[src/dcd_pkg.sv]
package dcd_pkg;

  // ***************************************************************
  // command codes and power states
  // ***************************************************************
  typedef enum logic [3:0] {
    CMD_NOP, CMD_MRS, CMD_REF, CMD_SRE, CMD_SRX, CMD_PRE, CMD_PREA, CMD_ACT,
    CMD_WR, CMD_RD, CMD_PDE, CMD_PDX, CMD_ZQCL, CMD_ZQCS, CMD_ILLEGAL
  } dcd_cmd_t;

  typedef enum logic [1:0] {
    PWR_ACTIVE, PWR_PDOWN, PWR_SREF
  } dcd_pwr_t;

  // ***************************************************************
  // widths, field positions, burst figures
  // ***************************************************************
  localparam int          BA_W        = 3;
  localparam int          ADDR_W      = 16;
  localparam int          COL_W       = 10;
  localparam int          AP_BIT      = 10;
  localparam int          BC_BIT      = 12;
  localparam int          ROW_TOP_BIT = 15;
  localparam logic [1:0]  BLM_FIX8    = 2'h0;
  localparam logic [1:0]  BLM_OTF     = 2'h1;
  localparam logic [1:0]  BLM_FIX4    = 2'h2;
  // burst duration in link clock rising edges (8 beats, 4 beats)
  localparam logic [2:0]  BURST_CK8   = 3'h4;
  localparam logic [2:0]  BURST_CK4   = 3'h2;
  localparam logic [2:0]  BURST_IDLE  = 3'h0;

endpackage

[src/dcd_decoder.sv]
module dcd_decoder
  import dcd_pkg::*;
(
  // clock and resets
  input  wire logic              i_clk_sys,
  input  wire logic              i_rst,
  input  wire logic              i_reset_n,
  // link pins
  input  wire logic              i_ck,
  input  wire logic              i_cke,
  input  wire logic              i_cs_n,
  input  wire logic              i_ras_n,
  input  wire logic              i_cas_n,
  input  wire logic              i_we_n,
  input  wire logic [BA_W-1:0]   i_ba,
  input  wire logic [ADDR_W-1:0] i_addr,
  input  wire logic              i_odt,
  // configuration
  input  wire logic              i_org_x16,
  input  wire logic [1:0]        i_bl_mode,
  // decoded command
  output logic                   o_cmd_valid,
  output dcd_cmd_t               o_cmd,
  output logic [BA_W-1:0]        o_bank,
  output logic [BA_W-1:0]        o_mr_sel,
  output logic [ADDR_W-1:0]      o_addr,
  output logic                   o_auto_pre,
  output logic                   o_bc4,
  output logic                   o_refresh,
  // status
  output dcd_pwr_t               o_pwr_state,
  output logic                   o_burst_busy,
  output logic                   o_odt_en
);

  // ***************************************************************
  // reset and pin synchronisation
  // ***************************************************************
  localparam int PIN_W = 7 + BA_W + ADDR_W;

  logic                  rst_any;
  logic [PIN_W-1:0]      pins_s;
  logic                  ck_s, cke_s, cs_s, ras_s, cas_s, we_s, odt_s;
  logic [BA_W-1:0]       ba_s;
  logic [ADDR_W-1:0]     addr_s;
  logic                  ck_d;
  logic                  ck_rise;
  logic                  cke_prev;
  dcd_cmd_t              dec;
  logic [2:0]            burst_cnt;
  logic [2:0]            next_burst;

  // either reset source clears at once, no clock needed
  assign rst_any = i_rst | ~i_reset_n;

  dcd_sync #(.W(PIN_W)) i_dcd_sync (
    .i_clk_sys (i_clk_sys),
    .i_rst     (rst_any),
    .i_d       ({i_ck, i_cke, i_cs_n, i_ras_n, i_cas_n, i_we_n, i_odt, i_ba, i_addr}),
    .o_q       (pins_s)
  );

  assign {ck_s, cke_s, cs_s, ras_s, cas_s, we_s, odt_s, ba_s, addr_s} = pins_s;

  // link clock edge finder; pins are settled long before the edge
  always_ff @(posedge i_clk_sys or posedge rst_any) begin
    if (rst_any) begin
      ck_d <= 1'b0;
    end else begin
      ck_d <= ck_s;
    end
  end

  assign ck_rise = ck_s & ~ck_d;

  // ***************************************************************
  // command decode
  // ***************************************************************
  // strobes, clock enable and the auto-precharge address bit only; odt and other address bits never steer the code
  function automatic dcd_cmd_t decode_cmd(input logic cke_p, input logic cke_c, input logic cs_n,
                                          input logic ras_n, input logic cas_n, input logic we_n,
                                          input logic ap);
    dcd_cmd_t c;
    logic [2:0] s;
    c = CMD_ILLEGAL;
    s = {ras_n, cas_n, we_n};
    if (cke_p && cke_c) begin
      if (cs_n) begin
        c = CMD_NOP;
      end else begin
        case (s)
          3'h0:    c = CMD_MRS;
          3'h1:    c = CMD_REF;
          3'h2:    c = ap ? CMD_PREA : CMD_PRE;
          3'h3:    c = CMD_ACT;
          3'h4:    c = CMD_WR;
          3'h5:    c = CMD_RD;
          3'h6:    c = ap ? CMD_ZQCL : CMD_ZQCS;
          3'h7:    c = CMD_NOP;
          default: c = CMD_ILLEGAL;
        endcase
      end
    end else if (cke_p && !cke_c) begin
      if (!cs_n && s == 3'h1) begin
        c = CMD_SRE;
      end else if (cs_n || s == 3'h7) begin
        c = CMD_PDE;
      end
    end else if (!cke_p && cke_c) begin
      if (cs_n || s == 3'h7) begin
        c = CMD_PDX;
      end
    end else begin
      c = CMD_NOP;
    end
    return c;
  endfunction

  // chop-4 length: fixed chop, or on the fly with the chop bit low
  function automatic logic is_chop(input logic [1:0] mode, input logic bl8_sel);
    return (mode == BLM_FIX4) || (mode == BLM_OTF && !bl8_sel);
  endfunction

  assign dec = decode_cmd(cke_prev, cke_s, cs_s, ras_s, cas_s, we_s, addr_s[AP_BIT]);

  // previous clock enable level, taken at each link rising edge
  always_ff @(posedge i_clk_sys or posedge rst_any) begin
    if (rst_any) begin
      cke_prev <= 1'b0;
    end else if (ck_rise || (o_pwr_state == PWR_SREF && cke_s)) begin
      cke_prev <= cke_s;
    end
  end

  // command strobe and code, one system cycle after the link edge
  always_ff @(posedge i_clk_sys or posedge rst_any) begin
    if (rst_any) begin
      o_cmd_valid <= 1'b0;
      o_cmd       <= CMD_NOP;
      o_refresh   <= 1'b0;
    end else begin
      o_cmd_valid <= ck_rise && o_pwr_state != PWR_SREF;
      o_cmd       <= ck_rise ? dec : o_cmd;
      // refresh only from the active state, never in power-down
      o_refresh   <= ck_rise && dec == CMD_REF && o_pwr_state == PWR_ACTIVE;
    end
  end

  // address fields; deselect and no-operation leave them alone
  always_ff @(posedge i_clk_sys or posedge rst_any) begin
    if (rst_any) begin
      o_bank     <= '0;
      o_mr_sel   <= '0;
      o_addr     <= '0;
      o_auto_pre <= 1'b0;
      o_bc4      <= 1'b0;
    end else if (ck_rise) begin
      if (dec == CMD_MRS) begin
        o_mr_sel <= ba_s;
      end
      if (dec inside {CMD_PRE, CMD_ACT, CMD_WR, CMD_RD}) begin
        o_bank <= ba_s;
      end
      if (dec == CMD_ACT) begin
        o_addr              <= addr_s;
        o_addr[ROW_TOP_BIT] <= addr_s[ROW_TOP_BIT] & ~i_org_x16;
      end
      if (dec == CMD_WR || dec == CMD_RD) begin
        o_addr     <= {{(ADDR_W-COL_W){1'b0}}, addr_s[COL_W-1:0]};
        o_auto_pre <= addr_s[AP_BIT];
        // fixed modes ignore the chop bit
        o_bc4      <= is_chop(i_bl_mode, addr_s[BC_BIT]);
      end
    end
  end

  // ***************************************************************
  // burst tracking
  // ***************************************************************
  // counts link edges; only its own end or a seamless follow-on reloads it
  always_comb begin
    next_burst = burst_cnt;
    if (ck_rise && burst_cnt != BURST_IDLE) begin
      next_burst = burst_cnt - 3'h1;
    end
    if (ck_rise && (dec == CMD_WR || dec == CMD_RD) && burst_cnt <= 3'h1) begin
      next_burst = is_chop(i_bl_mode, addr_s[BC_BIT]) ? BURST_CK4 : BURST_CK8;
    end
  end

  always_ff @(posedge i_clk_sys or posedge rst_any) begin
    if (rst_any) begin
      burst_cnt <= BURST_IDLE;
    end else begin
      burst_cnt <= next_burst;
    end
  end

  assign o_burst_busy = burst_cnt != BURST_IDLE;

  // ***************************************************************
  // power state
  // ***************************************************************
  // self refresh exit follows the clock enable level, not a link edge
  always_ff @(posedge i_clk_sys or posedge rst_any) begin
    if (rst_any) begin
      o_pwr_state <= PWR_ACTIVE;
    end else begin
      case (o_pwr_state)
        PWR_ACTIVE: begin
          if (ck_rise && dec == CMD_SRE) begin
            o_pwr_state <= PWR_SREF;
          end else if (ck_rise && dec == CMD_PDE) begin
            o_pwr_state <= PWR_PDOWN;
          end
        end
        PWR_PDOWN: begin
          if (ck_rise && dec == CMD_PDX) begin
            o_pwr_state <= PWR_ACTIVE;
          end
        end
        PWR_SREF: begin
          if (cke_s) begin
            o_pwr_state <= PWR_ACTIVE;
          end
        end
        default: o_pwr_state <= PWR_ACTIVE;
      endcase
    end
  end

  // termination follows its pin except in self refresh
  always_ff @(posedge i_clk_sys or posedge rst_any) begin
    if (rst_any) begin
      o_odt_en <= 1'b0;
    end else begin
      o_odt_en <= odt_s && o_pwr_state != PWR_SREF &&
                  !(o_pwr_state == PWR_ACTIVE && ck_rise && dec == CMD_SRE);
    end
  end
endmodule

[src/dcd_sync.sv]
// two-stage synchroniser for a bundle of pin inputs
module dcd_sync #(
  parameter int W = 1
) (
  // clock and reset
  input  wire logic         i_clk_sys,
  input  wire logic         i_rst,
  // pins and synchronised copy
  input  wire logic [W-1:0] i_d,
  output logic      [W-1:0] o_q
);

  logic [W-1:0] meta;

  // first stage is read only by the second
  always_ff @(posedge i_clk_sys or posedge i_rst) begin
    if (i_rst) begin
      meta <= '0;
      o_q  <= '0;
    end else begin
      meta <= i_d;
      o_q  <= meta;
    end
  end

endmodule

[config.mk]
export PLATFORM = sky130hd
export DESIGN_NAME = dcd_decoder
export DESIGN_NICKNAME = d
export VERILOG_FILES = /design/src/dcd_pkg.sv /design/src/dcd_decoder.sv /design/src/dcd_sync.sv
export SDC_FILE = /design/constraint.sdc
export NUM_CORES = 1
export LEC_CHECK = 0
export BUFFER_PORTS_ARGS = -buffer_cell sky130_fd_sc_hd__buf_4
export CAP_MARGIN = 20
export CORE_ASPECT_RATIO = 2
export CORE_MARGIN = 3
export CORE_UTILIZATION = 35
export CTS_CLUSTER_DIAMETER = 50
export DETAILED_ROUTE_END_ITERATION = 8
export PLACE_DENSITY = 0.68
export SETUP_SLACK_MARGIN = 0.05
export SYNTH_ARGS = -nofsm -noshare
export SYNTH_HDL_FRONTEND = slang
export SYNTH_HIERARCHICAL = 1
export SYNTH_SLANG_ARGS = --single-unit
[constraint.sdc]
create_clock -name i_clk_sys -period 3.46 [get_ports i_clk_sys]
set_input_delay 0.346 -clock i_clk_sys [delete_from_list [all_inputs] [get_ports i_clk_sys]]
set_output_delay 0.346 -clock i_clk_sys [all_outputs]
set_load 0.01 [all_outputs]
==> run summary, run 1 <==
The flow ran to the end, and the final reports show no timing, DRC or antenna violations. Setup repair after global routing left no endpoint under its margin. The number of setup violations in the final report came out at 0.

Derived from the worst setup path, the maximum achievable clock frequency is 0.400 GHz. The area of the core came out at 9070 sq um. Walking the worst path, the cells encountered are inv_1, ha_1, and4bb_2, a2111oi_2, a211o_4, o31ai_4, mux2_4.

The maximum cell stage delay along the critical path is a little under 600 ps. The number of vias per cell is 4.77. The reported leakage power is 2.04 nW. At the end of the flow the core is filled with cells to 46.4%. The register bit total from synthesis is 90. The per-cell routed wire length came out at 14.9 microns. The via count of the first global-routing pass was 2023. In the routed design, unresolved DRC markers number 0. The longest clock path from root to sink contains 2 buffers. The clock root buffer is clkbuf_16. The peak supply drop is ~0.00042 V.

The final worst-path cycle share is 72.3%. On the final layout, the worst clock skew is ~7.4 ps. The number of I/O port buffers is 65. The post-detailed-placement half-perimeter wirelength came out at 4360 microns. Once detail routing completed, the nets flagged for antenna violations numbered 0. The total overflow left after global routing is 0. After clock tree synthesis, the setup repair step added 0 buffers.

The starting utilization of the core area came out at 36.4%. The tightest slew margin relative to the limit is 38.9%. The worst min-delay path category is in -> async.

The number of cells upsized or downsized after cts came out at 0. The endpoint arrival time on the critical path is between 2000 and 3000 ps. The total power per unit cell area came out at 709 nW/um^2.

The maximum number of pins on one net before global-route repair is 53. The height of the die is around 140 microns. The H-tree depth is 3. Row generation in the floorplan step produced 49 rows. The number of buffers inserted by hold repair at cts is 0.

The total negative setup slack is 0 ps. Before antenna repair, the detailed router went through 4 iterations. The share of cells above drive strength 1 came out at around 37%. The clock period minus worst slack is 2500 ps.

The initial antenna violation count is 0. The synthesis-to-layout area growth came out at 27.5%. The x dimension of the die is roughly 75 microns. The startpoint-to-endpoint class of the critical path is reg -> reg. The register area share after synthesis is 68.2%. The worst path required time came out at 3680 ps. Leaving out fill and tap cells, the most frequent cells in the layout are dfrtp_1 (90), buf_4 (67), nand2_1 (22). The number of buffers and inverters on the critical path came out at 1. At the pin with the least slew margin, the transition time is 908 ps. The type of origin of the critical path is a register. The number of standard cells after synthesis came out at between 200 and 250.

The floorplan die area came out at 10700 sq um. Among all flip-flop cells after synthesis, the most frequent one is dfrtp_1. Along the worst path, the maximum fanout reaches 14.

Counting every sink on the clock net gives 90. 66 I/O pins were placed. The number of nets handed over by synthesis was 264. Clock tree synthesis inserted a total of 9 buffers. By area the synthesized netlist is led by dfrtp_1 (68%), mux2_4 (6.4%), nand2_1 (2.5%), ha_1 (2.3%), nand3_1 (1.4%). The clock network latency to the later pin of the worst-skew pair came out at between 300 and 400 ps. The post-synthesis cell type count is 48. The number of nets in the layout came out at 336. Total power for the finished layout comes to 2.98 mW.

The endpoint class of the critical path is a register. The async set or reset register ratio after synthesis is 100%. Grouping stages by cell kind, the critical path spends the most delay in compound AO/OA/AOI/OAI gates. The number of max-cap violations came out at 0. The top-area cell type share of the netlist area is 68.2%. The number of antenna repair diodes came out at 0. The average cell area after synthesis came out at roughly 15 sq um. The combined area of all synthesized cells is 3300 sq um.

The first global-routing pass estimated between 10000 and 15000 microns of wire. TritonCTS built the clock tree. The synthesized design spends more area on one cell type than any other, namely dfrtp_1. The overall global routing resource usage is around an eighth. The commonest non-fill, non-tap cell in the layout is dfrtp_1. The post-CTS clock slew at the launch and capture registers of the worst setup and hold paths came out at around 70 ps. The final wirelength came out at 6040 microns. Yosys printed 6 warnings. The weighted congestion reported at the end of routability-driven placement came out at 0.871.

The number of hold violations in the final report came out at 0. The critical path's slowest cell is a2111oi_2. The final number of max-transition violations is 0. The number of enable flip-flop cells after synthesis is 0.

The via total after detailed routing is roughly 1900. After the first detailed-routing iteration, the DRC count stood at 131.
[worst min-delay path: stages]
cell	delay [ps]
buf_4	70
nor2b_4	120
inv_1	50
inv_2	180
[metrics by stage]
step	cells	hold slack [ps]	area (sq um)	setup slack [ps]
5_1_grt	405	76.9	4210	837
3_3_place_gp	388	333	3890	1080
6_report	405	66.3	4210	959
2_1_floorplan	226	331	3300	591
3_5_place_dp	388	335	3890	994
4_1_cts	404	94.8	4190	984
[power by group]
group | internal [mW] | switching [mW] | leakage, nW
sequential | 1.23 | 0.122 | 1.12
combinational | 0.378 | 0.287 | 0.769
clock | 0.570 | 0.397 | 0.149
total | 2.18 | 0.806 | 2.04
[layout make-up]
class,instances,area [sq um]
flip-flops and latches,90,2250
clock inverters,6,72.6
inverters,10,37.5
clock buffers,10,229
well taps,102,128
fillers,826,4860
repair buffers,68,523
multi-input cells,119,967
[cells in the mapped netlist, types with 2 or more instances]
cell      instances
dfrtp_1          90
nand2_1          22
mux2_4           14
inv_1            10
nand3_1           9
nor2_1            9
o21ai_0           7
ha_1              6
a21oi_1           4
nor2b_1           4
mux2_2            3
nand2b_1          3
a31oi_1           2
buf_2             2
buf_4             2
buf_6             2
nand3b_1          2
nor3_2            2
o21a_1            2
o221ai_1          2
o311ai_0          2
[registers in the layout (all words and copies together), names as in the netlist]
| name | cells |
|---|---|
| o_bc4 | 1 |
| o_cmd_valid | 1 |
| cke_prev | 1 |
| o_cmd | 4 |
| ck_d | 1 |
| i_dcd_sync/o_q | 26 |
| burst_cnt | 3 |
| o_bank | 3 |
| i_dcd_sync/meta | 26 |
| o_mr_sel | 3 |
| o_addr | 16 |
| o_odt_en | 1 |
| o_auto_pre | 1 |
| o_pwr_state | 2 |
| o_refresh | 1 |
[kinds of logic after synthesis]
kind of cell             after synthesis  share of synthesized area [%]
multiplexers                          18                           7.70
buffers and inverters                 17                           2.69
flip-flops                            90                           68.2
adder cells (fa/ha/maj)                6                           2.27
AND/OR/NAND/NOR                       61                           10.6
XOR/XNOR                               2                          0.531
AO/OA/AOI/OAI                         32                           8.00
[worst paths after layout]
path | start | endpoint | slack (ps) | depth (start not counted)
min reg2reg | i_dcd_sync/meta[23] | i_dcd_sync/o_q[23] | 340 | 0
min in group i_clk_sys | i_ba[0] | i_dcd_sync/meta[16] | 110 | 1
max | i_dcd_sync/o_q[24] | o_bank[1] | 960 | 7
max in group asynchronous | i_rst | i_dcd_sync/meta[25] | 2880 | 5
min | i_reset_n | i_dcd_sync/o_q[18] | 70 | 4
max reg2reg | i_dcd_sync/o_q[24] | o_bank[1] | 960 | 7
[routing by layer]
layer / wire, microns / global-route usage [%]
met1: 2170 / 14.7
met2: 3380 / 20.6
met3: 373 / 4.83
met4: 119 / 6.29
met5: 0 / 0
(Power assumes the default switching activity.)
==> run 2, diff against run 1 <==
clock period = 2.3 ns   (was 3.46 ns; I/O delays follow)
==> run 2 against run 1 <==
Utilization up 3.9 points. Critical path depth stayed put. Worst hold slack got worse by 51 ps. Cell count rose by 7.9%. Sequential share of layout area decreased by 4.1 points. Setup slack got worse by 820 ps. Clock power increased by 56%. Largest cell class unchanged. Largest power group unchanged.
==> run summary, run 2 (same netlist as run 1, synthesis figures left out) <==
Status: finished, final reports clean (unchanged). The number of buffers created by CTS came to 9 (unchanged). The post-CTS clock slew at the launch and capture registers of the worst setup and hold paths came to 70 ps (about the same). The critical path's slowest cell was a211o_4 (was a2111oi_2).

The commonest non-fill, non-tap cell in the layout is dfrtp_1 (unchanged). The remaining antenna violation count after routing came out at 0 (unchanged). The cell area reported after detailed placement came out at 3970 sq um (was 3890 sq um). The post-detailed-placement half-perimeter wirelength is 4600 microns (was 4360 microns).

The startpoint-to-endpoint class of the critical path is reg -> reg (unchanged). Top Registers: i_dcd_sync/meta (26), i_dcd_sync/o_q (26), o_addr (16) (unchanged). Top library cells by usage in the layout, fill and taps aside: dfrtp_1 (90), buf_4 (77), dlygate4sd3_1 (23) (was dfrtp_1 (90), buf_4 (67), nand2_1 (22)). RSZ-0062 raised after global routing: false (unchanged). The post-layout worst setup margin is 135 ps (was 959 ps).

The x dimension of the die came out at 74.7 microns (unchanged). The clock root buffer was clkbuf_16 (unchanged). The area of the core is 9070 sq um (unchanged). The final worst-path cycle share came out at 94.1% (was 72.3%). The number of nets in the layout came out at 369 (was 336). The number of DRC markers after the initial detailed-route iteration came out at 110 (was 131). The via total after detailed routing is 2075 (was 1930).

The worst-case clock buffer depth was 2 (unchanged). The number of hold violations in the final report is 0 (unchanged). The TritonCTS clock tree was built (unchanged).

The share of cells above drive strength 1 is 37.3% (was 37.0%). The worst slack on hold paths came out at 15.1 ps (was 66.3 ps). The per-cell routed wire length came out at 14.8 microns (was 14.9 microns). The remaining design rule violation count came to 0 (unchanged). The slew at the pin with the worst max-slew slack came to 499 ps (was 908 ps). Worst path cell trace: inv_1, ha_4, nor2_1, a311o_1, a211o_4, nand2_8, mux2_4 (was inv_1, ha_1, and4bb_2, a2111oi_2, a211o_4, o31ai_4, mux2_4).

The reported leakage power was 2.18 nW (was 2.04 nW). The total power per unit cell area is 1010 nW/um^2 (was 709 nW/um^2). The tightest slew margin relative to the limit is 66.8% (was 38.9%).

The clock period minus worst slack came out at 2170 ps (was 2500 ps). The starting utilization of the core area came out at 36.4% (unchanged). The gate family responsible for the most delay along the worst path is compound AO/OA/AOI/OAI gates (unchanged). The worst min-delay path category is in -> reg (was in -> async). The via count of the first global-routing pass is 2142 (was 2023).

The area of all placed cells without fillers is 4560 sq um (was 4210 sq um). The number of I/O port buffers is 65 (unchanged). The peak supply drop came out at 0.000614 V (was 0.000419 V). The final wirelength is 6460 microns (was 6040 microns). The count of placed standard cells in the final layout, fillers left out is 437 (was 405). The endpoint arrival time on the critical path came out at 2380 ps (was 2720 ps).

The synthesis-to-layout area growth is 38.2% (was 27.5%). The endpoint class of the critical path is a register (unchanged). The post-placement worst setup slack is 37.2 ps (was 994 ps). The worst path required time came out at 2520 ps (was 3680 ps). The first-pass detailed-route iteration total came to 4 (unchanged).

The final number of max-transition violations was 0 (unchanged). The top-level port count is 66 (unchanged). The worst clock skew came to 10.2 ps (was 7.45 ps). The total negative setup slack is 0 ps (unchanged).

The H-tree depth came out at 3 (unchanged). The total congestion overflow is 0 (unchanged). The number of antenna repair diodes came out at 0 (unchanged). The initial antenna violation count is 0 (unchanged). The overall global routing resource usage came to 13.3% (was 12.8%). The total power is 4.62 mW (was 2.98 mW). The maximum number of pins on one net before global-route repair came out at 39 (was 53).

The number of placed instances, taps included is 397 (was 388). The maximum cell stage delay along the critical path is 440 ps (was 590 ps). The weighted congestion reported at the end of routability-driven placement was 0.920 (was 0.871). The clock network latency to the later pin of the worst-skew pair came out at 330 ps (about the same). The number of vias per cell is 4.75 (was 4.77). The peak fanout along the critical path was 10 (was 14).

The number of max-cap violations came out at 0 (unchanged). The top achievable clock speed came out at 0.462 GHz (was 0.400 GHz). The final design utilization is 50.3% (was 46.4%). The number of buffers and inverters on the critical path was 1 (unchanged). The global-route wire length before repair is 10600 microns (was 10200 microns). The floorplan row count came out at 49 (unchanged). The height of the die came to 143 microns (unchanged). The number of setup violations in the final report was 0 (unchanged). The type of origin of the critical path is a register (unchanged). The total clock sinks came to 90 (unchanged). The floorplan die area is 10700 sq um (unchanged).
run 2: cell count changes in the layout (fill, tap and decap cells not counted), moves of 2 or more:
cell	previous run	this run
buf_4	67	77
clkbuf_8	0	2
dlygate4sd3_1	0	23
ha_1	6	4
run 2: metal layers:
metal	GRT usage, %	wire [microns]	up-vias	share of wire [%]
met5	0	0	-	0
met2	22.0	3520	58	55
met3	3.43	281	7	4.3
met4	5.91	108	0	1.7
li1	-	-	998	-
met1	16.1	2550	1012	39
run 2: layout make-up:
class                   instances  area, sq um
repair buffers                101          828
well taps                     102          128
flip-flops and latches         90         2250
fillers                       769         4510
inverters                      10         41.3
clock buffers                  11          253
clock inverters                 4         58.8
multi-input cells             119         1000
run 2: final timing paths:
path                                     startpoint  slack, ps  cells after the start             endpoint
worst max register to register   i_dcd_sync/o_q[24]        130                      7            o_addr[6]
min in group asynchronous                 i_reset_n        100                      4   i_dcd_sync/o_q[21]
worst min-delay path                         i_cs_n         20                      1  i_dcd_sync/meta[23]
worst max-delay path             i_dcd_sync/o_q[24]        130                      7            o_addr[6]
worst min register to register  i_dcd_sync/meta[23]        340                      0   i_dcd_sync/o_q[23]
max in group asynchronous                     i_rst       1690                      5   i_dcd_sync/o_q[15]
run 2: repair_timing:
| action | CTS | global route |
|---|---|---|
| gates resized for setup | 0 | 5 |
| buffers inserted | 1 | 1 |
| hold endpoints to repair | 23 | 0 |
| endpoints found under the setup margin | 13 | 25 |
| pin swaps | 1 | 1 |
| hold buffers | 23 | 0 |
run 2: worst reg2reg max path, cell delays in order (launching register included):
cell and delay (ps):
dfrtp_1 420, inv_1 120, ha_4 170, nor2_1 50, a311o_1 370, a211o_4 440
nand2_8 160, mux2_4 320
run 2: power by group:
part	switching, mW	internal, mW	leakage [nW]
combinational	0.460	0.614	0.906
sequential	0.185	1.85	1.12
clock	0.601	0.908	0.154
total	1.25	3.37	2.18
==> run 3, diff against run 2 <==
CTS_BUF_LIST = sky130_fd_sc_hd__clkbuf_16   (was not set)
PLACE_DENSITY = 0.66   (was 0.68)
clock period = 2.8 ns   (was 2.3 ns; I/O delays follow)
==> run 3 against run 2 <==
Design area fell by 8.5%. Clock-buffer cell count decreased by 2. Combinational power fell by 23%. Clock skew about the same. Wire length is 6.2% lower. Sequential power down 18%. Maximum frequency shrank 12%. Non-clock buffer count is 32 lower. Sequential cell count unchanged. Setup slack better by 200 ps. Register-to-register slack better by 200 ps. Critical endpoint is now o_addr[2].
==> run summary, run 3 (same netlist as run 1, synthesis figures left out) <==
The number of max-cap violations came out at 0 (unchanged). The endpoint of the worst setup timing path is o_addr[2] (was o_addr[6]). The number of nets in the layout came to 337 (was 369). The area of all placed cells without fillers came to 4180 sq um (was 4560 sq um). RSZ-0062 raised after global routing: false (unchanged). The synthesis-to-layout area growth came out at 26.5% (was 38.2%). The worst setup path startpoint is i_dcd_sync/o_q[24] (unchanged).

The startpoint of the most critical register-to-register path is i_dcd_sync/o_q[24] (unchanged). The height of the die came out at 143 microns (unchanged). The global-route wire length before repair came to 9740 microns (was 10600 microns). The worst-case register-to-register setup slack was 330 ps (was 130 ps). The capturing point of the worst reg2reg path is o_addr[2] (was o_addr[6]). The number of buffers created by CTS is 9 (unchanged). The x dimension of the die was 74.7 microns (unchanged). The endpoint arrival time on the critical path came out at 2690 ps (was 2380 ps). The number of hold violations in the final report was 0 (unchanged).

The total negative setup slack came to 0 ps (unchanged). The starting utilization of the core area was 36.4% (unchanged). The number of I/O port buffers came to 65 (unchanged).

The worst clock skew is 10.2 ps (about the same). Top library cells by usage in the layout, fill and taps aside: dfrtp_1 (90), buf_4 (69), nand2_1 (22) (was dfrtp_1 (90), buf_4 (77), dlygate4sd3_1 (23)). The floorplan die area came out at 10700 sq um (unchanged). Status: finished, final reports clean (unchanged).

The top-level port count is 66 (unchanged). The number of setup violations in the final report is 0 (unchanged). The clock root buffer is clkbuf_16 (unchanged). The H-tree depth came out at 3 (unchanged). The number of placed instances, taps included was 390 (was 397). The number of cells upsized or downsized after cts is 0 (unchanged).

The number of vias per cell came out at 4.77 (was 4.75). The cell area reported after detailed placement is 3910 sq um (was 3970 sq um). The internal power consumption came out at 2.58 mW (was 3.37 mW). The number of DRC markers after the initial detailed-route iteration came out at 79 (was 110).

The first-pass detailed-route iteration total was 4 (unchanged). The initial antenna violation count is 0 (unchanged). The type of origin of the critical path was a register (unchanged). The per-cell routed wire length is 14.9 microns (was 14.8 microns). The number of buffers inserted by hold repair at cts is 0 (was 23). The clock network latency to the later pin of the worst-skew pair came out at 330 ps (about the same). The overall global routing resource usage came out at 12.4% (was 13.3%). The total clock sinks is 90 (unchanged). The reported leakage power came out at 2.02 nW (was 2.18 nW).

The sequential cell fraction of total power came out at 46.8% (was 44.1%). The total power per unit cell area came out at 855 nW/um^2 (was 1010 nW/um^2). The post-detailed-placement half-perimeter wirelength is 4450 microns (was 4600 microns).

The remaining antenna violation count after routing came to 0 (unchanged). The worst min-delay path category is in -> reg (unchanged). The clock period minus worst slack came out at 2470 ps (was 2170 ps).

The floorplan row count is 49 (unchanged). The total congestion overflow is 0 (unchanged). Top Registers: i_dcd_sync/meta (26), i_dcd_sync/o_q (26), o_addr (16) (unchanged). The share of cells above drive strength 1 is 36.8% (was 37.3%). The number of antenna repair diodes came out at 0 (unchanged). The post-CTS clock slew at the launch and capture registers of the worst setup and hold paths came out at 60 ps (was 70 ps).

The count of placed standard cells in the final layout, fillers left out is 406 (was 437). The final design utilization is 46.0% (was 50.3%). The top achievable clock speed came out at 0.405 GHz (was 0.462 GHz). The weighted congestion reported at the end of routability-driven placement is 0.902 (was 0.920). The clock network fraction of total power came out at 30.1% (was 32.7%). The peak fanout along the critical path was 14 (was 10). The via count of the first global-routing pass came out at 1972 (was 2142). The TritonCTS clock tree was built (unchanged).

The number of cell instances on the worst register-to-register path came to 7 (unchanged). The final number of max-transition violations is 0 (unchanged). The switching share of power came out at 27.6% (was 27.0%). The peak supply drop came out at 0.000446 V (was 0.000614 V). The maximum number of pins on one net before global-route repair came out at 46 (was 39). The remaining design rule violation count is 0 (unchanged). The commonest non-fill, non-tap cell in the layout is dfrtp_1 (unchanged). The tightest slew margin relative to the limit was 38.5% (was 66.8%). The final worst-path cycle share is 88.2% (was 94.1%).

The endpoint class of the critical path is a register (unchanged). The worst-case clock buffer depth came out at 2 (unchanged). The worst path required time is 3020 ps (was 2520 ps). The logic gate share of total power is 23.1% (was 23.3%). The slew at the pin with the worst max-slew slack came to 920 ps (was 499 ps).

The net switching power is 0.986 mW (was 1.25 mW). The startpoint-to-endpoint class of the critical path was reg -> reg (unchanged). The number of buffers inserted to repair setup after CTS is 0 (was 1).

The final wirelength came out at 6060 microns (was 6460 microns). The via total after detailed routing came out at 1938 (was 2075). The area of the core is 9070 sq um (unchanged).
[run 3: changes by cell type in the layout (fill, tap and decap cells not counted), sizes merged]
cell,delta
clkinv,+5
buf,-9
bufinv,-1
inv,-1
dlygate4sd3,-23
clkbuf,-2
[run 3: cell type report]
cell class,count,area (sq um)
Clock buffer,9,225
Clock inverter,7,43.8
Fill cell,834,4900
Inverter,10,41.3
Multi-Input combinational cell,119,967
Sequential cell,90,2250
Tap cell,102,128
Timing Repair Buffer,69,518
[run 3: stage by stage]
stage               power [mW]  setup WS (ps)  hold slack, ps
floorplan                 2.13            569             311
global placement          2.51            420             333
detailed placement        2.54            329             335
CTS                       3.63            321            36.6
global route              3.77            176            32.3
finish                    3.57            331            48.9
[run 3: worst max-delay path: stages (launching register included)]
cell and delay, ps:
dfrtp_1 420, inv_1 70, ha_1 250, and4bb_2 260, a2111oi_2 560, a211o_4 330
nand2_8 130, mux2_4 330
[run 3: how the worst min path moves through the flow]
stage	startpoint	end	cells after the start
2_1_floorplan	i_addr[0]	i_dcd_sync/meta[0]	0
3_3_place_gp	i_dcd_sync/meta[1]	i_dcd_sync/o_q[1]	0
3_5_place_dp	i_dcd_sync/meta[14]	i_dcd_sync/o_q[14]	0
4_1_cts	i_ba[1]	i_dcd_sync/meta[17]	1
5_1_grt	i_ba[2]	i_dcd_sync/meta[18]	1
6_report	i_ba[1]	i_dcd_sync/meta[17]	1
[run 3: power groups by stage]
stage / logic, mW / registers [mW] / clock network (mW)
5_1_grt: 0.902 / 1.70 / 1.17
2_1_floorplan: 0.397 / 1.73 / 0
4_1_cts: 0.842 / 1.68 / 1.11
6_report: 0.826 / 1.67 / 1.07
3_5_place_dp: 0.842 / 1.70 / 0
3_3_place_gp: 0.811 / 1.69 / 0
[run 3: metal layers]
| layer | share of wire, % | up-vias | GRT usage (%) |
|---|---|---|---|
| li1 | - | 925 | - |
| met1 | 38 | 949 | 14.2 |
| met2 | 52 | 51 | 19.4 |
| met3 | 7.0 | 13 | 5.04 |
| met4 | 2.9 | 0 | 6.66 |
| met5 | 0 | - | 0 |
